==> src/inc/swrd_consts.vh <==
// Purpose: Constants for the standby wake request detector
// Assumes: Included by bare name from the design files
// Notes: Offsets are byte addresses on the AXI4-Lite register bus
`ifndef SWRD_CONSTS_VH
`define SWRD_CONSTS_VH

// Register byte offsets
`define SWRD_OFS_MODE    4'h0
`define SWRD_OFS_CLEAR   4'h4
`define SWRD_OFS_STATUS  4'h8
`define SWRD_OFS_MASK    4'hC

// Detection mode codes
`define SWRD_MODE_LOW    3'h0
`define SWRD_MODE_HIGH   3'h1
`define SWRD_MODE_FALL   3'h2
`define SWRD_MODE_RISE   3'h3
`define SWRD_MODE_BOTH   3'h4

// Edge status codes
`define SWRD_EDGE_NONE   2'h0
`define SWRD_EDGE_RISE   2'h1
`define SWRD_EDGE_FALL   2'h2
`define SWRD_EDGE_BOTH   2'h3

// Clear register codes for the four channels
`define SWRD_CLR_RTC     5'h08
`define SWRD_CLR_IRQ6    5'h09
`define SWRD_CLR_IRQ7    5'h0A
`define SWRD_CLR_RX1     5'h0B

// Field positions within each byte
`define SWRD_MODE_LSB    4
`define SWRD_EDGE_LSB    2
`define SWRD_EN_BIT      0
`define SWRD_UNDEF_BIT   1

// AXI responses
`define SWRD_RESP_OKAY   2'h0
`define SWRD_RESP_SLVERR 2'h2

`endif

==> src/swrd_top.v <==
// Purpose: Wake detect mode register C with AXI4-Lite slave and interrupt
// Assumes: One clock, synchronous active-low reset, request inputs synchronous
// Notes: Mode 0x0, clear 0x4, status 0x8 (write 1 clears), mask 0xC
`timescale 1ns/10ps
`include "swrd_consts.vh"
module swrd_top (
  // Clock and reset
  input  wire        aclk,
  input  wire        aresetn,
  // AXI4-Lite write address
  input  wire        s_axi_awvalid,
  output reg         s_axi_awready,
  input  wire [3:0]  s_axi_awaddr,
  // AXI4-Lite write data
  input  wire        s_axi_wvalid,
  output reg         s_axi_wready,
  input  wire [31:0] s_axi_wdata,
  input  wire [3:0]  s_axi_wstrb,
  // AXI4-Lite write response
  output reg         s_axi_bvalid,
  input  wire        s_axi_bready,
  output reg  [1:0]  s_axi_bresp,
  // AXI4-Lite read address
  input  wire        s_axi_arvalid,
  output reg         s_axi_arready,
  input  wire [3:0]  s_axi_araddr,
  // AXI4-Lite read data
  output reg         s_axi_rvalid,
  input  wire        s_axi_rready,
  output reg  [31:0] s_axi_rdata,
  output reg  [1:0]  s_axi_rresp,
  // Wake request sources
  input  wire        rtc_request,
  input  wire        ext_irq_six,
  input  wire        ext_irq_seven,
  input  wire        remote_rx1_request,
  // Standby release and interrupt
  output reg         standby_release_q,
  output reg         irq_q
);
  // Per byte: mode [6:4], enable [0]; byte 0 clock, 1 irq6, 2 irq7, 3 rx1
  reg  [11:0] mode_q;
  reg  [3:0]  enable_q;
  reg  [3:0]  status_q;
  reg  [3:0]  mask_q;
  reg  [3:0]  aw_addr_q;
  reg         aw_have_q;
  reg  [31:0] w_data_q;
  reg  [3:0]  w_strb_q;
  reg         w_have_q;
  wire [3:0]  pending;
  wire [7:0]  edges;
  wire [3:0]  req_vec = {remote_rx1_request, ext_irq_seven, ext_irq_six, rtc_request};
  wire        do_write = aw_have_q & w_have_q & ~s_axi_bvalid;
  wire [4:0]  clr_code = w_data_q[4:0];
  reg  [3:0]  clear_vec;
  reg  [3:0]  pend_d;
  reg  [31:0] mode_word;
  integer     i;
  integer     j;

  // Clear register decode, one channel per code
  always @* begin
    clear_vec = 4'h0;
    if (do_write && aw_addr_q == `SWRD_OFS_CLEAR && w_strb_q[0]) begin
      case (clr_code)
        `SWRD_CLR_RTC:  clear_vec = 4'h1;
        `SWRD_CLR_IRQ6: clear_vec = 4'h2;
        `SWRD_CLR_IRQ7: clear_vec = 4'h4;
        `SWRD_CLR_RX1:  clear_vec = 4'h8;
        default:        clear_vec = 4'h0; // Other channels live elsewhere
      endcase
    end
  end

  // Four identical channels
  genvar g;
  generate
    for (g = 0; g < 4; g = g + 1) begin : g_ch
      swrd_channel u_ch (
        .aclk      (aclk),
        .aresetn   (aresetn),
        .mode      (mode_q[3*g +: 3]),
        .enable    (enable_q[g]),
        .req_in    (req_vec[g]),
        .clear     (clear_vec[g]),
        .pending_q (pending[g]),
        .edge_q    (edges[2*g +: 2])
      );
    end
  endgenerate

  // Read view of the mode register; byte top bit 7 zero, bit 1 reads 0
  always @* begin
    mode_word = 32'h0000_0000;
    for (i = 0; i < 4; i = i + 1) begin
      mode_word[8*i + `SWRD_MODE_LSB +: 3] = mode_q[3*i +: 3];
      mode_word[8*i + `SWRD_EDGE_LSB +: 2] = edges[2*i +: 2];
      mode_word[8*i + `SWRD_EN_BIT]        = enable_q[i];
    end
  end

  // Pending flags set sticky status bits only where not already set
  always @* begin
    pend_d = pending & ~status_q;
  end

  // Write channel: address and data taken in either order
  always @(posedge aclk) begin
    if (!aresetn) begin
      s_axi_awready <= 1'b1;
      s_axi_wready  <= 1'b1;
      s_axi_bvalid  <= 1'b0;
      s_axi_bresp   <= `SWRD_RESP_OKAY;
      aw_have_q     <= 1'b0;
      w_have_q      <= 1'b0;
      aw_addr_q     <= 4'h0;
      w_data_q      <= 32'h0000_0000;
      w_strb_q      <= 4'h0;
    end else begin
      if (s_axi_awvalid && s_axi_awready) begin
        aw_addr_q     <= s_axi_awaddr;
        aw_have_q     <= 1'b1;
        s_axi_awready <= 1'b0;
      end
      if (s_axi_wvalid && s_axi_wready) begin
        w_data_q     <= s_axi_wdata;
        w_strb_q     <= s_axi_wstrb;
        w_have_q     <= 1'b1;
        s_axi_wready <= 1'b0;
      end
      if (do_write) begin
        aw_have_q    <= 1'b0;
        w_have_q     <= 1'b0;
        s_axi_bvalid <= 1'b1;
        s_axi_bresp  <= (aw_addr_q[1:0] == 2'h0) ? `SWRD_RESP_OKAY : `SWRD_RESP_SLVERR;
      end
      if (s_axi_bvalid && s_axi_bready) begin
        s_axi_bvalid  <= 1'b0;
        s_axi_awready <= 1'b1;
        s_axi_wready  <= 1'b1;
      end
    end
  end

  // Register file; mode and enable written as software orders them
  always @(posedge aclk) begin
    if (!aresetn) begin
      mode_q   <= {4{`SWRD_MODE_FALL}};
      enable_q <= 4'h0;
      status_q <= 4'h0;
      mask_q   <= 4'h0;
    end else begin
      // A bit not yet set beats a same-cycle write-one clear; a set bit whose pending flag stays high clears for one cycle
      status_q <= status_q | pend_d;
      if (do_write) begin
        case (aw_addr_q)
          `SWRD_OFS_MODE: begin
            // Trusts software to stage mode before enable; no interlock
            for (j = 0; j < 4; j = j + 1) begin
              if (w_strb_q[j]) begin
                mode_q[3*j +: 3] <= w_data_q[8*j + `SWRD_MODE_LSB +: 3];
                enable_q[j]      <= w_data_q[8*j + `SWRD_EN_BIT];
              end
            end
          end
          `SWRD_OFS_STATUS: if (w_strb_q[0]) status_q <= (status_q & ~w_data_q[3:0]) | pend_d;
          `SWRD_OFS_MASK:   if (w_strb_q[0]) mask_q <= w_data_q[3:0];
          default: ;
        endcase
      end
    end
  end

  // Read channel, one cycle latency
  always @(posedge aclk) begin
    if (!aresetn) begin
      s_axi_arready <= 1'b1;
      s_axi_rvalid  <= 1'b0;
      s_axi_rdata   <= 32'h0000_0000;
      s_axi_rresp   <= `SWRD_RESP_OKAY;
    end else begin
      if (s_axi_arvalid && s_axi_arready) begin
        s_axi_arready <= 1'b0;
        s_axi_rvalid  <= 1'b1;
        s_axi_rresp   <= `SWRD_RESP_OKAY;
        case (s_axi_araddr)
          `SWRD_OFS_MODE:   s_axi_rdata <= mode_word;
          `SWRD_OFS_CLEAR:  s_axi_rdata <= 32'h0000_0000; // Write-only
          `SWRD_OFS_STATUS: s_axi_rdata <= {28'h000_0000, status_q};
          `SWRD_OFS_MASK:   s_axi_rdata <= {28'h000_0000, mask_q};
          default: begin
            s_axi_rdata <= 32'h0000_0000;
            s_axi_rresp <= `SWRD_RESP_SLVERR;
          end
        endcase
      end
      if (s_axi_rvalid && s_axi_rready) begin
        s_axi_rvalid  <= 1'b0;
        s_axi_arready <= 1'b1;
      end
    end
  end

  // Outputs registered
  always @(posedge aclk) begin
    if (!aresetn) begin
      standby_release_q <= 1'b0;
      irq_q             <= 1'b0;
    end else begin
      standby_release_q <= |pending;
      irq_q             <= |(status_q & mask_q);
    end
  end
endmodule // swrd_top

==> src/swrd_channel.v <==
// Purpose: One wake request channel: detection, pending flag and edge record
// Assumes: Request input synchronous to aclk
// Notes: Pending holds until cleared; set wins over clear
`timescale 1ns/10ps
`include "swrd_consts.vh"
module swrd_channel (
  // Clock and reset
  input  wire       aclk,
  input  wire       aresetn,
  // Configuration
  input  wire [2:0] mode,
  input  wire       enable,
  // Request and clear
  input  wire       req_in,
  input  wire       clear,
  // State
  output reg        pending_q,
  output reg  [1:0] edge_q
);
  reg        prev_q;
  wire       rise = req_in & ~prev_q;
  wire       fall = ~req_in & prev_q;
  reg        hit;
  reg  [1:0] seen;

  // Match the request against the selected mode
  always @* begin
    hit  = 1'b0;
    seen = `SWRD_EDGE_NONE;
    case (mode)
      `SWRD_MODE_LOW:  hit = ~req_in;
      `SWRD_MODE_HIGH: hit = req_in;
      `SWRD_MODE_FALL: hit = fall;
      `SWRD_MODE_RISE: hit = rise;
      `SWRD_MODE_BOTH: begin
        hit  = rise | fall;
        seen = rise ? `SWRD_EDGE_RISE : `SWRD_EDGE_FALL;
      end
      default: hit = 1'b0;
    endcase
  end

  // Pending flag and edge record; a new wake beats a same-cycle clear
  always @(posedge aclk) begin
    if (!aresetn) begin
      prev_q    <= 1'b0;
      pending_q <= 1'b0;
      edge_q    <= `SWRD_EDGE_NONE;
    end else begin
      prev_q <= req_in;
      if (hit && enable) begin
        pending_q <= 1'b1;
        if (mode == `SWRD_MODE_BOTH) begin
          edge_q <= pending_q ? `SWRD_EDGE_BOTH | edge_q : seen;
        end
      end else if (clear) begin
        pending_q <= 1'b0;
        edge_q    <= `SWRD_EDGE_NONE;
      end
    end
  end
endmodule // swrd_channel

==> config.mk <==
export PLATFORM = sky130hd
export DESIGN_NAME = swrd_top
export DESIGN_NICKNAME = d
export VERILOG_FILES = /design/src/swrd_top.v /design/src/swrd_channel.v
export VERILOG_INCLUDE_DIRS = /design/src /design/src/inc
export SDC_FILE = /design/constraint.sdc
export NUM_CORES = 1
export LEC_CHECK = 0
export ABC_CLOCK_PERIOD_IN_PS = 2700
export CELL_PAD_IN_SITES_DETAIL_PLACEMENT = 1
export CELL_PAD_IN_SITES_GLOBAL_PLACEMENT = 1
export CORE_MARGIN = 1.5
export CORE_UTILIZATION = 41
export DETAILED_ROUTE_END_ITERATION = 12
export DONT_BUFFER_PORTS = 1
export GPL_ROUTABILITY_DRIVEN = 0
export PLACE_DENSITY = 0.73
export SYNTH_ARGS = -nofsm -noshare
export SYNTH_HDL_FRONTEND = slang
export SYNTH_SLANG_ARGS = --single-unit
==> constraint.sdc <==
create_clock -name aclk -period 2.7 [get_ports aclk]
set_input_delay 0.675 -clock aclk [delete_from_list [all_inputs] [get_ports aclk]]
set_output_delay 0.675 -clock aclk [all_outputs]
set_load 0.005 [all_outputs]
# Yosys cells after proc, flatten, opt, wreduce, memory -nomap -nowiden
# Index checks and enable logic that the tools add are counted.
# word_totals
reg_bits	124
input_bits	55
word_cells	175
# op_classes
eq_ne	30
n_mux	40
n_bitwise	31
reduce_logical	37
# ops
operator	n
$pmux W31 S3	1
$mux W2	22
$eq A3 B2 Y1 const B	8
$eq A5 B4 Y1 const B	4
$pmux W1 S5	4
$eq A4 B4 Y1 const B	4
$mux W4	4
$pmux W4 S4	1
$reduce_and A3 Y1	5
$and A4 B4 Y4	3
$eq A3 B1 Y1 const B	4
$eq A3 B3 Y1 const B	4
$logic_not A3 Y1	4
$reduce_or A4 Y1	3
$logic_and A1 B1 Y1	11
$and A1 B1 Y1	10
$not A1 Y1	10
$eq A4 B3 Y1 const B	2
$logic_not A4 Y1	2
$mux W1	8
$ne A2 B2 Y1 const B	4
$not A4 Y4	2
$or A4 B4 Y4	2
$reduce_and A2 Y1	4
other kinds (4)	12

# Logic depth before layout (Yosys ltp)
# Gate-level depths: netlist (run 1).
# logic_depth
word_depth	7
depth_mapped	6
depth_no_buf	6

# Modules after synthesis
# From an unflattened synthesis (run 1), not the netlist that was laid out.
# unflattened
cells_unflattened	504
area_unflattened_um2	4433.0
# modules_own_cells
module	n_inst	cells_each	area_each_um2
swrd_top	1	380	3367.0
swrd_channel	4	31	266.5

# Worst setup path before layout (run 1)
# Ideal clock, no wire load.
# synth_timing
kind	in2reg
from	input port ext_irq_seven
to	register g_ch[2].u_ch.edge_q[0]
setup_ps	96
arrival_ps	1743
required_time_ps	2604
path_slack_ps	861
stages	5
path_buffers	0
path_cell_list	inv_1 > ha_1 > nor4_2 > nor4_1 > nor4b_1
# synth_via
elab_chain_len	7
word_cells_on_any_way	13
# synth_rtl
element	line	source
start: declaration	swrd_top.v:35	input wire ext_irq_seven,
$not A1 Y1	swrd_channel.v:22, swrd_channel.v:31	
$and A1 B1 Y1	swrd_channel.v:22	wire fall = ~req_in & prev_q;
$or A1 B1 Y1	swrd_channel.v:36	hit = rise | fall;
$pmux W1 S5	swrd_channel.v:30	case (mode)
$logic_and A1 B1 Y1	swrd_channel.v:51	if (hit && enable) begin
$ne A2 B2 Y1 (no line) or $reduce_bool A2 Y1 (tied branches)	--	
$reduce_and A2 Y1 (no line)	--	
end signal: assignment	swrd_channel.v:48	edge_q <= `SWRD_EDGE_NONE;
end signal: assignment	swrd_channel.v:54	edge_q <= pending_q ? `SWRD_EDGE_BOTH | edge_q : seen;
end signal: assignment	swrd_channel.v:58	edge_q <= `SWRD_EDGE_NONE;
end: declaration	swrd_channel.v:18	output reg [1:0] edge_q
# Several ways; a longest one is shown, not always the timed one. The select of a mux whose other input is x is not followed.
# A chain may end at the register's enable or synchronous reset.

# Final worst setup path (run 1)
# layout_timing
from	register s_axi_bvalid
to	register g_ch[1].u_ch.edge_q[0]
# layout_via
elab_chain_len	7
# layout_rtl
element	line	source
start: declaration	swrd_top.v:20	output reg s_axi_bvalid,
start signal: assignment	swrd_top.v:113	s_axi_bvalid <= 1'b0;
start signal: assignment	swrd_top.v:135	s_axi_bvalid <= 1'b1;
start signal: assignment	swrd_top.v:139	s_axi_bvalid <= 1'b0;
$not A1 Y1	swrd_top.v:54	wire do_write = aw_have_q & w_have_q & ~s_axi_bvalid;
$and A1 B1 Y1	swrd_top.v:54	
$logic_and A1 B1 Y1 (no line)	--	
$logic_and A1 B1 Y1	swrd_top.v:65	if (do_write && aw_addr_q == `SWRD_OFS_CLEAR && w_strb_q[0]) begin
$mux W4	swrd_top.v:65	
$reduce_bool A2 Y1 (no line)	--	
$reduce_and A2 Y1 (no line)	--	
end signal: assignment	swrd_channel.v:48	
end signal: assignment	swrd_channel.v:54	
end signal: assignment	swrd_channel.v:58	
end: declaration	swrd_channel.v:18	
# No other way between the ends.

==> metrics, run 1 <==
largest net degree at the start of global routing between 100 and 150; mapped cell area 4440 sq um; Fin. Hold Viols 0; Fmax about 580 MHz; CTS Hold Bufs 0; first-pass GRT wire length 16600 microns; Yosys top cell by area dfxtp_1; register bit total from synthesis between 100 and 150; maximum clock path buffer count 2; multiplexer area fraction after synthesis between 3 and 4%; outcome completed; Worst slew margin between 40 and 50%; hold path startpoint s_axi_wvalid; delay-heaviest family, CP simple AND/OR/NAND/NOR gates; area share of fa/ha/maj cells after synthesis 2.26%; setup slack, reg-to-reg between 0.9 and 1 ns; register area share after synthesis between 40% and 50%; VDD IR max 0.233 mV; Initial DRT Pass Iterations 4; top_reg_cell synth dfxtp_1; Slowest cell on crit path and3b_1; Starting Density about 43%; Routed WL per cell about 16 microns; Die Wd 107 microns; post-CTS setup buffers 0; WHS Endpoint s_axi_wready; clock skew 0.0142 ns; Clock transition at path regs roughly 0.1 ns; Avg Cell Area, Syn ~9.0 sq um; IO Port Bufs 0; Final Cycle Share between 60% and 70%; Critical path origin s_axi_bvalid; maxcap violations 0; Root Driver clkbuf_8; cells after synthesis approximately 490; row count 37; xor/xnor cell area share of the yosys netlist 0%; die area ~11000 sq um; DRC 0; largest family of logic cells by synthesized area simple AND/OR/NAND/NOR gates; Min-Delay Path Depth 1; Data arrival, critical path ~2.0 ns; total power draw roughly 2.7 mW; CP Data Required Time a little under 3 ns; dominant cells by area after synthesis dfxtp_1 (46%), nand2_1 (7.4%), a21boi_0 (5.4%), a22oi_1 (4.6%), nor2b_1 (3.5%); simple-gate portion of the synthesized area approximately 27%; CP bufs+invs 0; ys async rst share 0%; routed vias/inst 5.38; Setup CP Type flop to flop; final slew viol count 0; hpwl dp around 7200 microns; Post-synth EDFFs 0; core region area approximately 10000 sq um; initial antenna violation count 0; crit-path cells and3b_1 -> nand4_1 -> nor4_1 -> nor4b_1; nets 541; WL final 10100 microns; IO Pins roughly 100; RSZ-0062 raised after global routing false; Worst R2R Start s_axi_bvalid; Synth Area in Compound Gates between 10% and 20%; Crit Path Max Fanout 14; Iter 0 DRT Violations 110; r2r worst-path depth 4; H-tree depth 3; antenna cells 0; Worst setup SP type flop; Die Y approximately 110 microns; Crit. End Element flop; share of layout cells above drive strength 1 ~6.4%; worst-skew pair later-pin latency around 0.37 ns; Sink Count 103; Tmin final around 1.7 ns; measured slew at the worst slew-check pin ~0.82 ns; Synth top area share 46.5%; Fin Setup TNS 0 ns; Setup violations, final 0; R2R Path End g_ch[1].u_ch.edge_q[0]; Lkg Pwr ~1.6 nW; final antenna-violating net count 0; yosys warns 0; CTS tree built; HP Class primary input to flop; PostCTS Resize Cnt 0; GRT Resource Usage Total 18.4%; vias in the first global route roughly 3300; routed vias between 3000 and 4000; P per Cell Area 572 nW/um^2; grt ovf 0; critical path's largest stage delay 0.54 ns; Unique masters post-synth 42; CTS Buf Count 9; Syn-to-layout area delta 5.44%
-- per-stage QoR --
stage / instance area, sq um / setup WS, ns / instances / hold slack (ns) / util (%)
CTS: 4680 / 0.915 / 618 / 0.351 / 44.9
global route: 4680 / 0.790 / 618 / 0.371 / 44.9
floorplan: 4470 / 0.861 / 500 / 0.433 / -
global placement: 4490 / 0.721 / 603 / 0.446 / 43.1
detailed placement: 4490 / 0.664 / 603 / 0.456 / 43.1
finish: 4680 / 0.966 / 618 / 0.396 / 44.9
-- cell families (layout without fill, tap and decap cells) --
family | Yosys count | after routing
other | 1 | 9
AO/OA/AOI/OAI | 99 | 99
adder cells (fa/ha/maj) | 8 | 8
multiplexers | 13 | 13
buffers and inverters | 52 | 34
flip-flops | 103 | 103
AND/OR/NAND/NOR | 216 | 216
-- synth_stat cells, drive strengths merged, types with 5 or more instances --
master and count:
a22oi 27, a21boi 33, o21ai 26, nor4b 11, buf 13, nor3b 5, nand3 22, nor3 5
clkbuf 23, inv 16, dfxtp 103, nor2 14, and3b 6, mux2i 10, ha 8, nand2 87
nor4 11, and2 10, nor2b 25, nand4 5
-- final cells by class --
| cell class | count | area [sq um] |
|---|---|---|
| Clock buffer | 13 | 179 |
| Clock inverter | 2 | 13.8 |
| Fill cell | 1242 | 5740 |
| Inverter | 16 | 60.1 |
| Multi-Input combinational cell | 345 | 2170 |
| Sequential cell | 103 | 2060 |
| Tap cell | 136 | 170 |
| Timing Repair Buffer | 3 | 22.5 |
-- flip-flops by register name, indices dropped and copies added (netlist names) --
| register | flops |
|---|---|
| s_axi_bvalid | 1 |
| w_data_q | 19 |
| s_axi_wready | 1 |
| mode_q | 12 |
| aw_have_q | 1 |
| w_strb_q | 4 |
| s_axi_arready | 1 |
| g_ch.u_ch.edge_q | 8 |
| g_ch.u_ch.pending_q | 4 |
| aw_addr_q | 4 |
| enable_q | 4 |
| w_have_q | 1 |
| irq_q | 1 |
| s_axi_rdata | 25 |
| g_ch.u_ch.prev_q | 4 |
| s_axi_rvalid | 1 |
| s_axi_rresp | 1 |
| s_axi_awready | 1 |
| mask_q | 4 |
| s_axi_bresp | 1 |
| status_q | 4 |
| standby_release_q | 1 |
-- cells in the final DEF, fill, tap and decap left out, types with 5 or more instances in the layout --
master,Yosys,layout
dfxtp_1,103,103
nand2_1,87,87
a21boi_0,32,32
a22oi_1,27,27
o21ai_0,25,25
nor2b_1,25,25
nand3_1,22,22
inv_1,16,16
nor2_1,14,14
clkbuf_8,0,13
mux2i_1,10,10
and2_1,10,10
nor4b_1,9,9
conb_1,1,9
ha_1,8,8
nor4_1,7,7
and3b_1,6,6
nand4_1,5,5
nor3b_1,5,5
-- where the power goes --
group | switching [mW] | total, mW | internal (mW)
logic | 0.0765 | 0.134 | 0.0579
registers | 0.0317 | 1.59 | 1.56
clock network | 0.521 | 0.954 | 0.433
total | 0.629 | 2.68 | 2.05
-- per-layer routing --
metal | global-route usage, % | wire length [microns] | up-vias
met5 | 0 | 0 | -
met4 | 7.71 | 155 | 0
met3 | 4.86 | 611 | 10
met2 | 28.0 | 4380 | 74
met1 | 24.6 | 4980 | 1571
li1 | - | - | 1672
-- worst max-delay path by stage --
stage / endpoint / slack (ns) / cells after the start
after detailed placement: g_ch[2].u_ch.edge_q[1] / 0.66 / 5
after floorplan: g_ch[2].u_ch.edge_q[0] / 0.86 / 5
after global routing: g_ch[1].u_ch.edge_q[0] / 0.79 / 4
after CTS: g_ch[1].u_ch.edge_q[0] / 0.91 / 4
after global placement: g_ch[2].u_ch.edge_q[1] / 0.72 / 5
final: g_ch[1].u_ch.edge_q[0] / 0.97 / 4
Note: power is estimated with default switching activity, not from simulation.
==> run 2, diff against run 1 <==
--- a/config.mk
+++ b/config.mk
@@ -6,7 +6,8 @@
 export SDC_FILE = /design/constraint.sdc
 export NUM_CORES = 1
 export LEC_CHECK = 0
-export ABC_CLOCK_PERIOD_IN_PS = 2700
+export ABC_AREA = 1
+export ABC_CLOCK_PERIOD_IN_PS = 1700
 export CELL_PAD_IN_SITES_DETAIL_PLACEMENT = 1
 export CELL_PAD_IN_SITES_GLOBAL_PLACEMENT = 1
 export CORE_MARGIN = 1.5
@@ -14,7 +15,7 @@
 export DETAILED_ROUTE_END_ITERATION = 12
 export DONT_BUFFER_PORTS = 1
 export GPL_ROUTABILITY_DRIVEN = 0
-export PLACE_DENSITY = 0.73
+export PLACE_DENSITY = 0.76
 export SYNTH_ARGS = -nofsm -noshare
 export SYNTH_HDL_FRONTEND = slang
 export SYNTH_SLANG_ARGS = --single-unit
==> constraint.sdc (replaced) <==
create_clock -name aclk -period 1.7 [get_ports aclk]
set_input_delay 0.425 -clock aclk [delete_from_list [all_inputs] [get_ports aclk]]
set_output_delay 0.425 -clock aclk [all_outputs]
set_load 0.005 [all_outputs]
==> metrics, run 2 <==
measured slew at the worst slew-check pin 0.658 ns; delay-heaviest family, CP simple AND/OR/NAND/NOR gates; Clock transition at path regs roughly 0.090 ns; CP Depth 7; largest registers s_axi_rdata: 25 flops, w_data_q: 19 flops, mode_q: 12 flops; Lkg Pwr roughly 1.9 nW; Crit Path Max Fanout 8; core region area ~10000 sq um; Setup CP Type flop to flop; die area 11100 sq um; IO Pins 98; row count 37; top cells by count, synth dfxtp_1 (103), nand2_1 (100), nor2_1 (90), o21ai_0 (75), a21oi_1 (53); Largest register FFs 25; vias in the first global route roughly 3600; routed vias/inst roughly 5.1; register area share after synthesis 48.0%; most frequent cells in the layout dfxtp_1 (103), nand2_1 (99), nor2_1 (90), o21ai_0 (75), a21oi_1 (53); maximum clock path buffer count 2; r2r worst-path depth 7; nets 636; Iter 0 DRT Violations around 150; yosys warns 0; WL final 10800 microns; first-pass GRT wire length between 15000 and 20000 microns; share of layout cells above drive strength 1 approximately 6.9%; Post-synth EDFFs 0; CP bufs+invs 2; Crit. End Element flop; Avg Cell Area, Syn around 7.4 sq um; dominant cells by area after synthesis dfxtp_1 (48%), nand2_1 (8.7%), o21ai_0 (8.7%), nor2_1 (7.9%), a21oi_1 (6.2%); WHS Endpoint g_ch[0].u_ch.prev_q; hold slack 0.158 ns; Synth top area share around half; IO Port Bufs 0; ys async rst share 0%; GRT Resource Usage Total 20.4%; Worst slew margin between 50 and 60%; Fin. Hold Viols 0; Slowest cell on crit path dfxtp_1; grt ovf 0; Initial DRT Pass Iterations 4; register bit total from synthesis around 100; Die Y 105 microns; initial antenna violation count 2; H-tree depth 3; Setup violations, final 0; P per Cell Area approximately 960 nW/um^2; Worst R2R Start s_axi_bvalid; Root Driver clkbuf_8; Min-Delay Path Depth 2; setup slack, reg-to-reg between 0.15 and 0.2 ns; final slew viol count 0; Final Cycle Share approximately nine tenths; Syn-to-layout area delta 6.85%; hold path startpoint rtc_request; R2R Path End mask_q[2]; Post-DP Area between 4000 and 5000 sq um; VDD IR max 0.446 mV; Routed WL per cell 15.1 microns; clock skew ~0.008 ns; Data arrival, critical path around 1.8 ns; Starting Density a little over two fifths; CTS Buf Count 9; final instance area between 4000 and 5000 sq um; antenna cells 0; final antenna-violating net count 0; maxcap violations 0; hpwl dp 7870 microns; Top reg by flops s_axi_rdata; dominant cell by count in the synthesized netlist dfxtp_1; Die Wd around 110 microns; largest net degree at the start of global routing 89; outcome completed; Yosys top cell by area dfxtp_1; Tmin final about 1.5 ns; cells after synthesis roughly 580; crit-path cells inv_1 -> nand3_2 -> nor2_4 -> nand4_1 -> buf_4 -> o21ai_0 -> a21oi_1; Unique masters post-synth 27; Worst setup SP type flop; routed vias between 3000 and 4000; RSZ-0062 raised after global routing true; mapped cell area around 4300 sq um; commonest non-fill, non-tap cell in the layout dfxtp_1; CTS tree built; worst-skew pair later-pin latency 0.36 ns; Fillers 1311; CP Data Required Time between 1.5 and 2 ns; DRC 0; top_reg_cell synth dfxtp_1; CTS Hold Bufs 0; total power draw 4.39 mW; Fmax approximately 650 MHz; Sink Count roughly 100; HP Class primary input to flop; critical path's largest stage delay 0.34 ns
==> run 2: changes by cell type in the layout (fill, tap and decap cells not counted), moves of 9 or more <==
cell      delta
a21oi_1     +51
inv_1       +36
nor2_1      +76
nor2b_1     -25
mux2i_1     -10
nand2_1     +12
nor4b_1      -9
a21boi_0    -31
o21ai_0     +50
a22oi_1     -27
and2_1      -10
==> run 2: routing by layer <==
layer	routed length (microns)	up-vias	global-route usage, %
li1	-	1852	-
met1	5220	1688	27.7
met2	4650	95	31.4
met4	165	0	6.56
met5	0	-	0
met3	755	10	5.38
==> run 2: cell type report <==
type                    count  area [sq um]  area share [%]
well taps                 136           170            3.71
flip-flops and latches    103          2060            45.0
clock buffers              13           159            3.47
multi-input cells         395          1900            41.4
repair buffers              7          65.1            1.42
clock inverters             3          17.5           0.382
inverters                  57           214            4.67
==> run 2: cell families after synthesis <==
kind of cell	synth area share [%]
compound gates	17.0
fa+ha+maj	2.33
buf+inv	8.60
flops	48.0
other cells	0.0874
simple gates	23.9
==> run 2: report_power, final <==
part           internal (mW)  leakage, nW  switching, mW  total [mW]
Clock                  0.611       0.0894          0.798        1.41
Combinational          0.126        0.947          0.232       0.359
Sequential              2.53        0.843         0.0923        2.62
Total                   3.27         1.88           1.12        4.39
==> run 2: repair_timing <==
item	CTS	global route
setup endpoints to repair	0	7
buffers inserted	0	2
resized for setup	0	2
==> run 2: stage by stage <==
stage               std cells  util (%)  setup WS [ns]  setup TNS, ns
floorplan                 585         -          0.330              0
global placement          696      42.9          0.188              0
detailed placement        696      42.9          0.125              0
CTS                       712      44.6          0.111              0
global route              714      44.8        -0.0236        -0.0531
finish                    714      44.8          0.173              0
==> run 2: how the worst max path moves through the flow <==
stage / from / to / slack [ns]
3_3_place_gp: s_axi_bvalid / mask_q[0] / 0.19
3_5_place_dp: ext_irq_six / g_ch[1].u_ch.edge_q[1] / 0.12
2_1_floorplan: ext_irq_six / g_ch[1].u_ch.edge_q[0] / 0.33
5_1_grt: aw_addr_q[0] / g_ch[2].u_ch.edge_q[0] / -0.02
6_report: s_axi_bvalid / mask_q[2] / 0.17
4_1_cts: s_axi_bvalid / mask_q[2] / 0.11
==> run 3, diff against run 2 <==
--- a/config.mk
+++ b/config.mk
@@ -11,11 +11,11 @@
 export CELL_PAD_IN_SITES_DETAIL_PLACEMENT = 1
 export CELL_PAD_IN_SITES_GLOBAL_PLACEMENT = 1
 export CORE_MARGIN = 1.5
-export CORE_UTILIZATION = 41
+export CORE_UTILIZATION = 45
 export DETAILED_ROUTE_END_ITERATION = 12
 export DONT_BUFFER_PORTS = 1
 export GPL_ROUTABILITY_DRIVEN = 0
-export PLACE_DENSITY = 0.76
+export PLACE_DENSITY = 0.82
 export SYNTH_ARGS = -nofsm -noshare
 export SYNTH_HDL_FRONTEND = slang
 export SYNTH_SLANG_ARGS = --single-unit
==> metrics, run 3 (same netlist as run 2, synthesis figures left out) <==
CTS tree built; maximum clock path buffer count 2; VDD IR max around 0.36 mV; Layout Utilization between 40 and 50%; vias in the first global route 3576; Initial DRT Pass Iterations 4; CTS Hold Bufs 0; Root Driver clkbuf_8; first-pass GRT wire length ~17000 microns; CP Data Required Time 2.00 ns; final setup margin between 0.2 and 0.25 ns; Lkg Pwr between 1.5 and 2 nW; routed vias/inst 5.10; RSZ-0062 raised after global routing false; placed instance count ~690; commonest non-fill, non-tap cell in the layout dfxtp_1; Crit Path Max Fanout 8; Fin. Hold Viols 0; worst slack, placed roughly 0.15 ns; final slew viol count 0; Setup violations, final 0; GRT Resource Usage Total between 20% and 30%; Largest register FFs 25; Worst R2R Start s_axi_bvalid; setup slack, reg-to-reg between 0.2 and 0.25 ns; Worst setup SP type flop; hold slack ~0.16 ns; antenna cells 0; row count 35; most frequent cells in the layout dfxtp_1 (103), nand2_1 (99), nor2_1 (89), o21ai_0 (75), a21oi_1 (53); total power draw 4.39 mW; Die Y approximately 100 microns; CTS Buf Count 9; core region area between 9000 and 10000 sq um; WL final between 10000 and 15000 microns; IO Port Bufs 0; hold path startpoint rtc_request; IO Pins slightly below 100; Min-Delay Path Depth 2; initial antenna violation count 0; Crit. End Element flop; hpwl dp between 7000 and 8000 microns; R2R Path End g_ch[2].u_ch.edge_q[1]; Routed WL per cell 14.5 microns; largest net degree at the start of global routing 89; Clock transition at path regs around 0.090 ns; post-route insts no fill between 700 and 800; H-tree depth 3; Sink Count between 100 and 150; share of layout cells above drive strength 1 under 10%; Iter 0 DRT Violations 107; nets about 640; final instance area between 4000 and 5000 sq um; P per Cell Area 961 nW/um^2; die area 10100 sq um; Worst slew margin between 50% and 60%; Post-DP Area between 4000 and 5000 sq um; HP Class primary input to flop; outcome completed; Starting Density between 40% and 50%; Fmax between 600 and 700 MHz; routed vias around 3600; Fin Setup TNS 0 ns; final antenna-violating net count 0; Setup CP Type flop to flop; measured slew at the worst slew-check pin ~0.65 ns; Fillers 1192; Syn-to-layout area delta 6.53%; maxcap violations 0; largest registers s_axi_rdata: 25 flops, w_data_q: 19 flops, mode_q: 12 flops; grt ovf 0; Data arrival, critical path about 1.8 ns; Die Wd between 100 and 150 microns; Critical path origin s_axi_bvalid; WHS Endpoint g_ch[0].u_ch.prev_q; DRC 0; r2r worst-path depth 9; Tmin final roughly 1.5 ns; Top reg by flops s_axi_rdata; Final Cycle Share between 80% and 90%; clock skew just over 0.01 ns; worst-skew pair later-pin latency 0.36 ns
run 3: report_power, final:
| part | internal (mW) | switching [mW] |
|---|---|---|
| Clock | 0.611 | 0.810 |
| Sequential | 2.53 | 0.0904 |
| Combinational | 0.126 | 0.224 |
| Total | 3.27 | 1.12 |
run 3: per-layer routing:
layer  wire length (microns)  part of all wire (%)  global-route usage (%)
met5                       0                     0                       0
met4                     138                   1.4                    6.83
met3                     685                   6.7                    5.41
met2                    4530                    44                    33.9
met1                    4850                    48                    28.4
run 3: area by class of cell:
type                       count  area [sq um]  share of cell area (%)
clock buffer                  11           151                    3.31
inverter                      57           214                    4.68
sequential                   103          2060                    45.1
clock inverter                 4          30.0                   0.657
multi-input combinational    395          1900                    41.5
timing repair buffer           6          57.6                    1.26
tap                          129           161                    3.53
run 3: how the worst max path moves through the flow:
| stage | slack [ns] | endpoint | depth (start not counted) |
|---|---|---|---|
| 2_1_floorplan | 0.33 | g_ch[1].u_ch.edge_q[0] | 10 |
| 3_3_place_gp | 0.20 | mask_q[2] | 6 |
| 3_5_place_dp | 0.15 | mask_q[2] | 6 |
| 4_1_cts | 0.05 | mask_q[3] | 6 |
| 5_1_grt | 0.02 | g_ch[2].u_ch.edge_q[1] | 13 |
| 6_report | 0.20 | g_ch[2].u_ch.edge_q[1] | 9 |
run 3: worst max-delay path, cell delays in order, from the launching register on:
cell and delay [ns]:
dfxtp_1 0.35, inv_1 0.08, nand3_2 0.12, nor2_4 0.23, nand3_1 0.16, nor2_1 0.20, nand2_2 0.10, nand2_1 0.09
nor2_1 0.04, nor2_1 0.07
run 3: repair_timing:
item | in CTS | in global routing
buffers inserted | 0 | 2
resized for setup | 0 | 2
setup endpoints to repair | 0 | 5
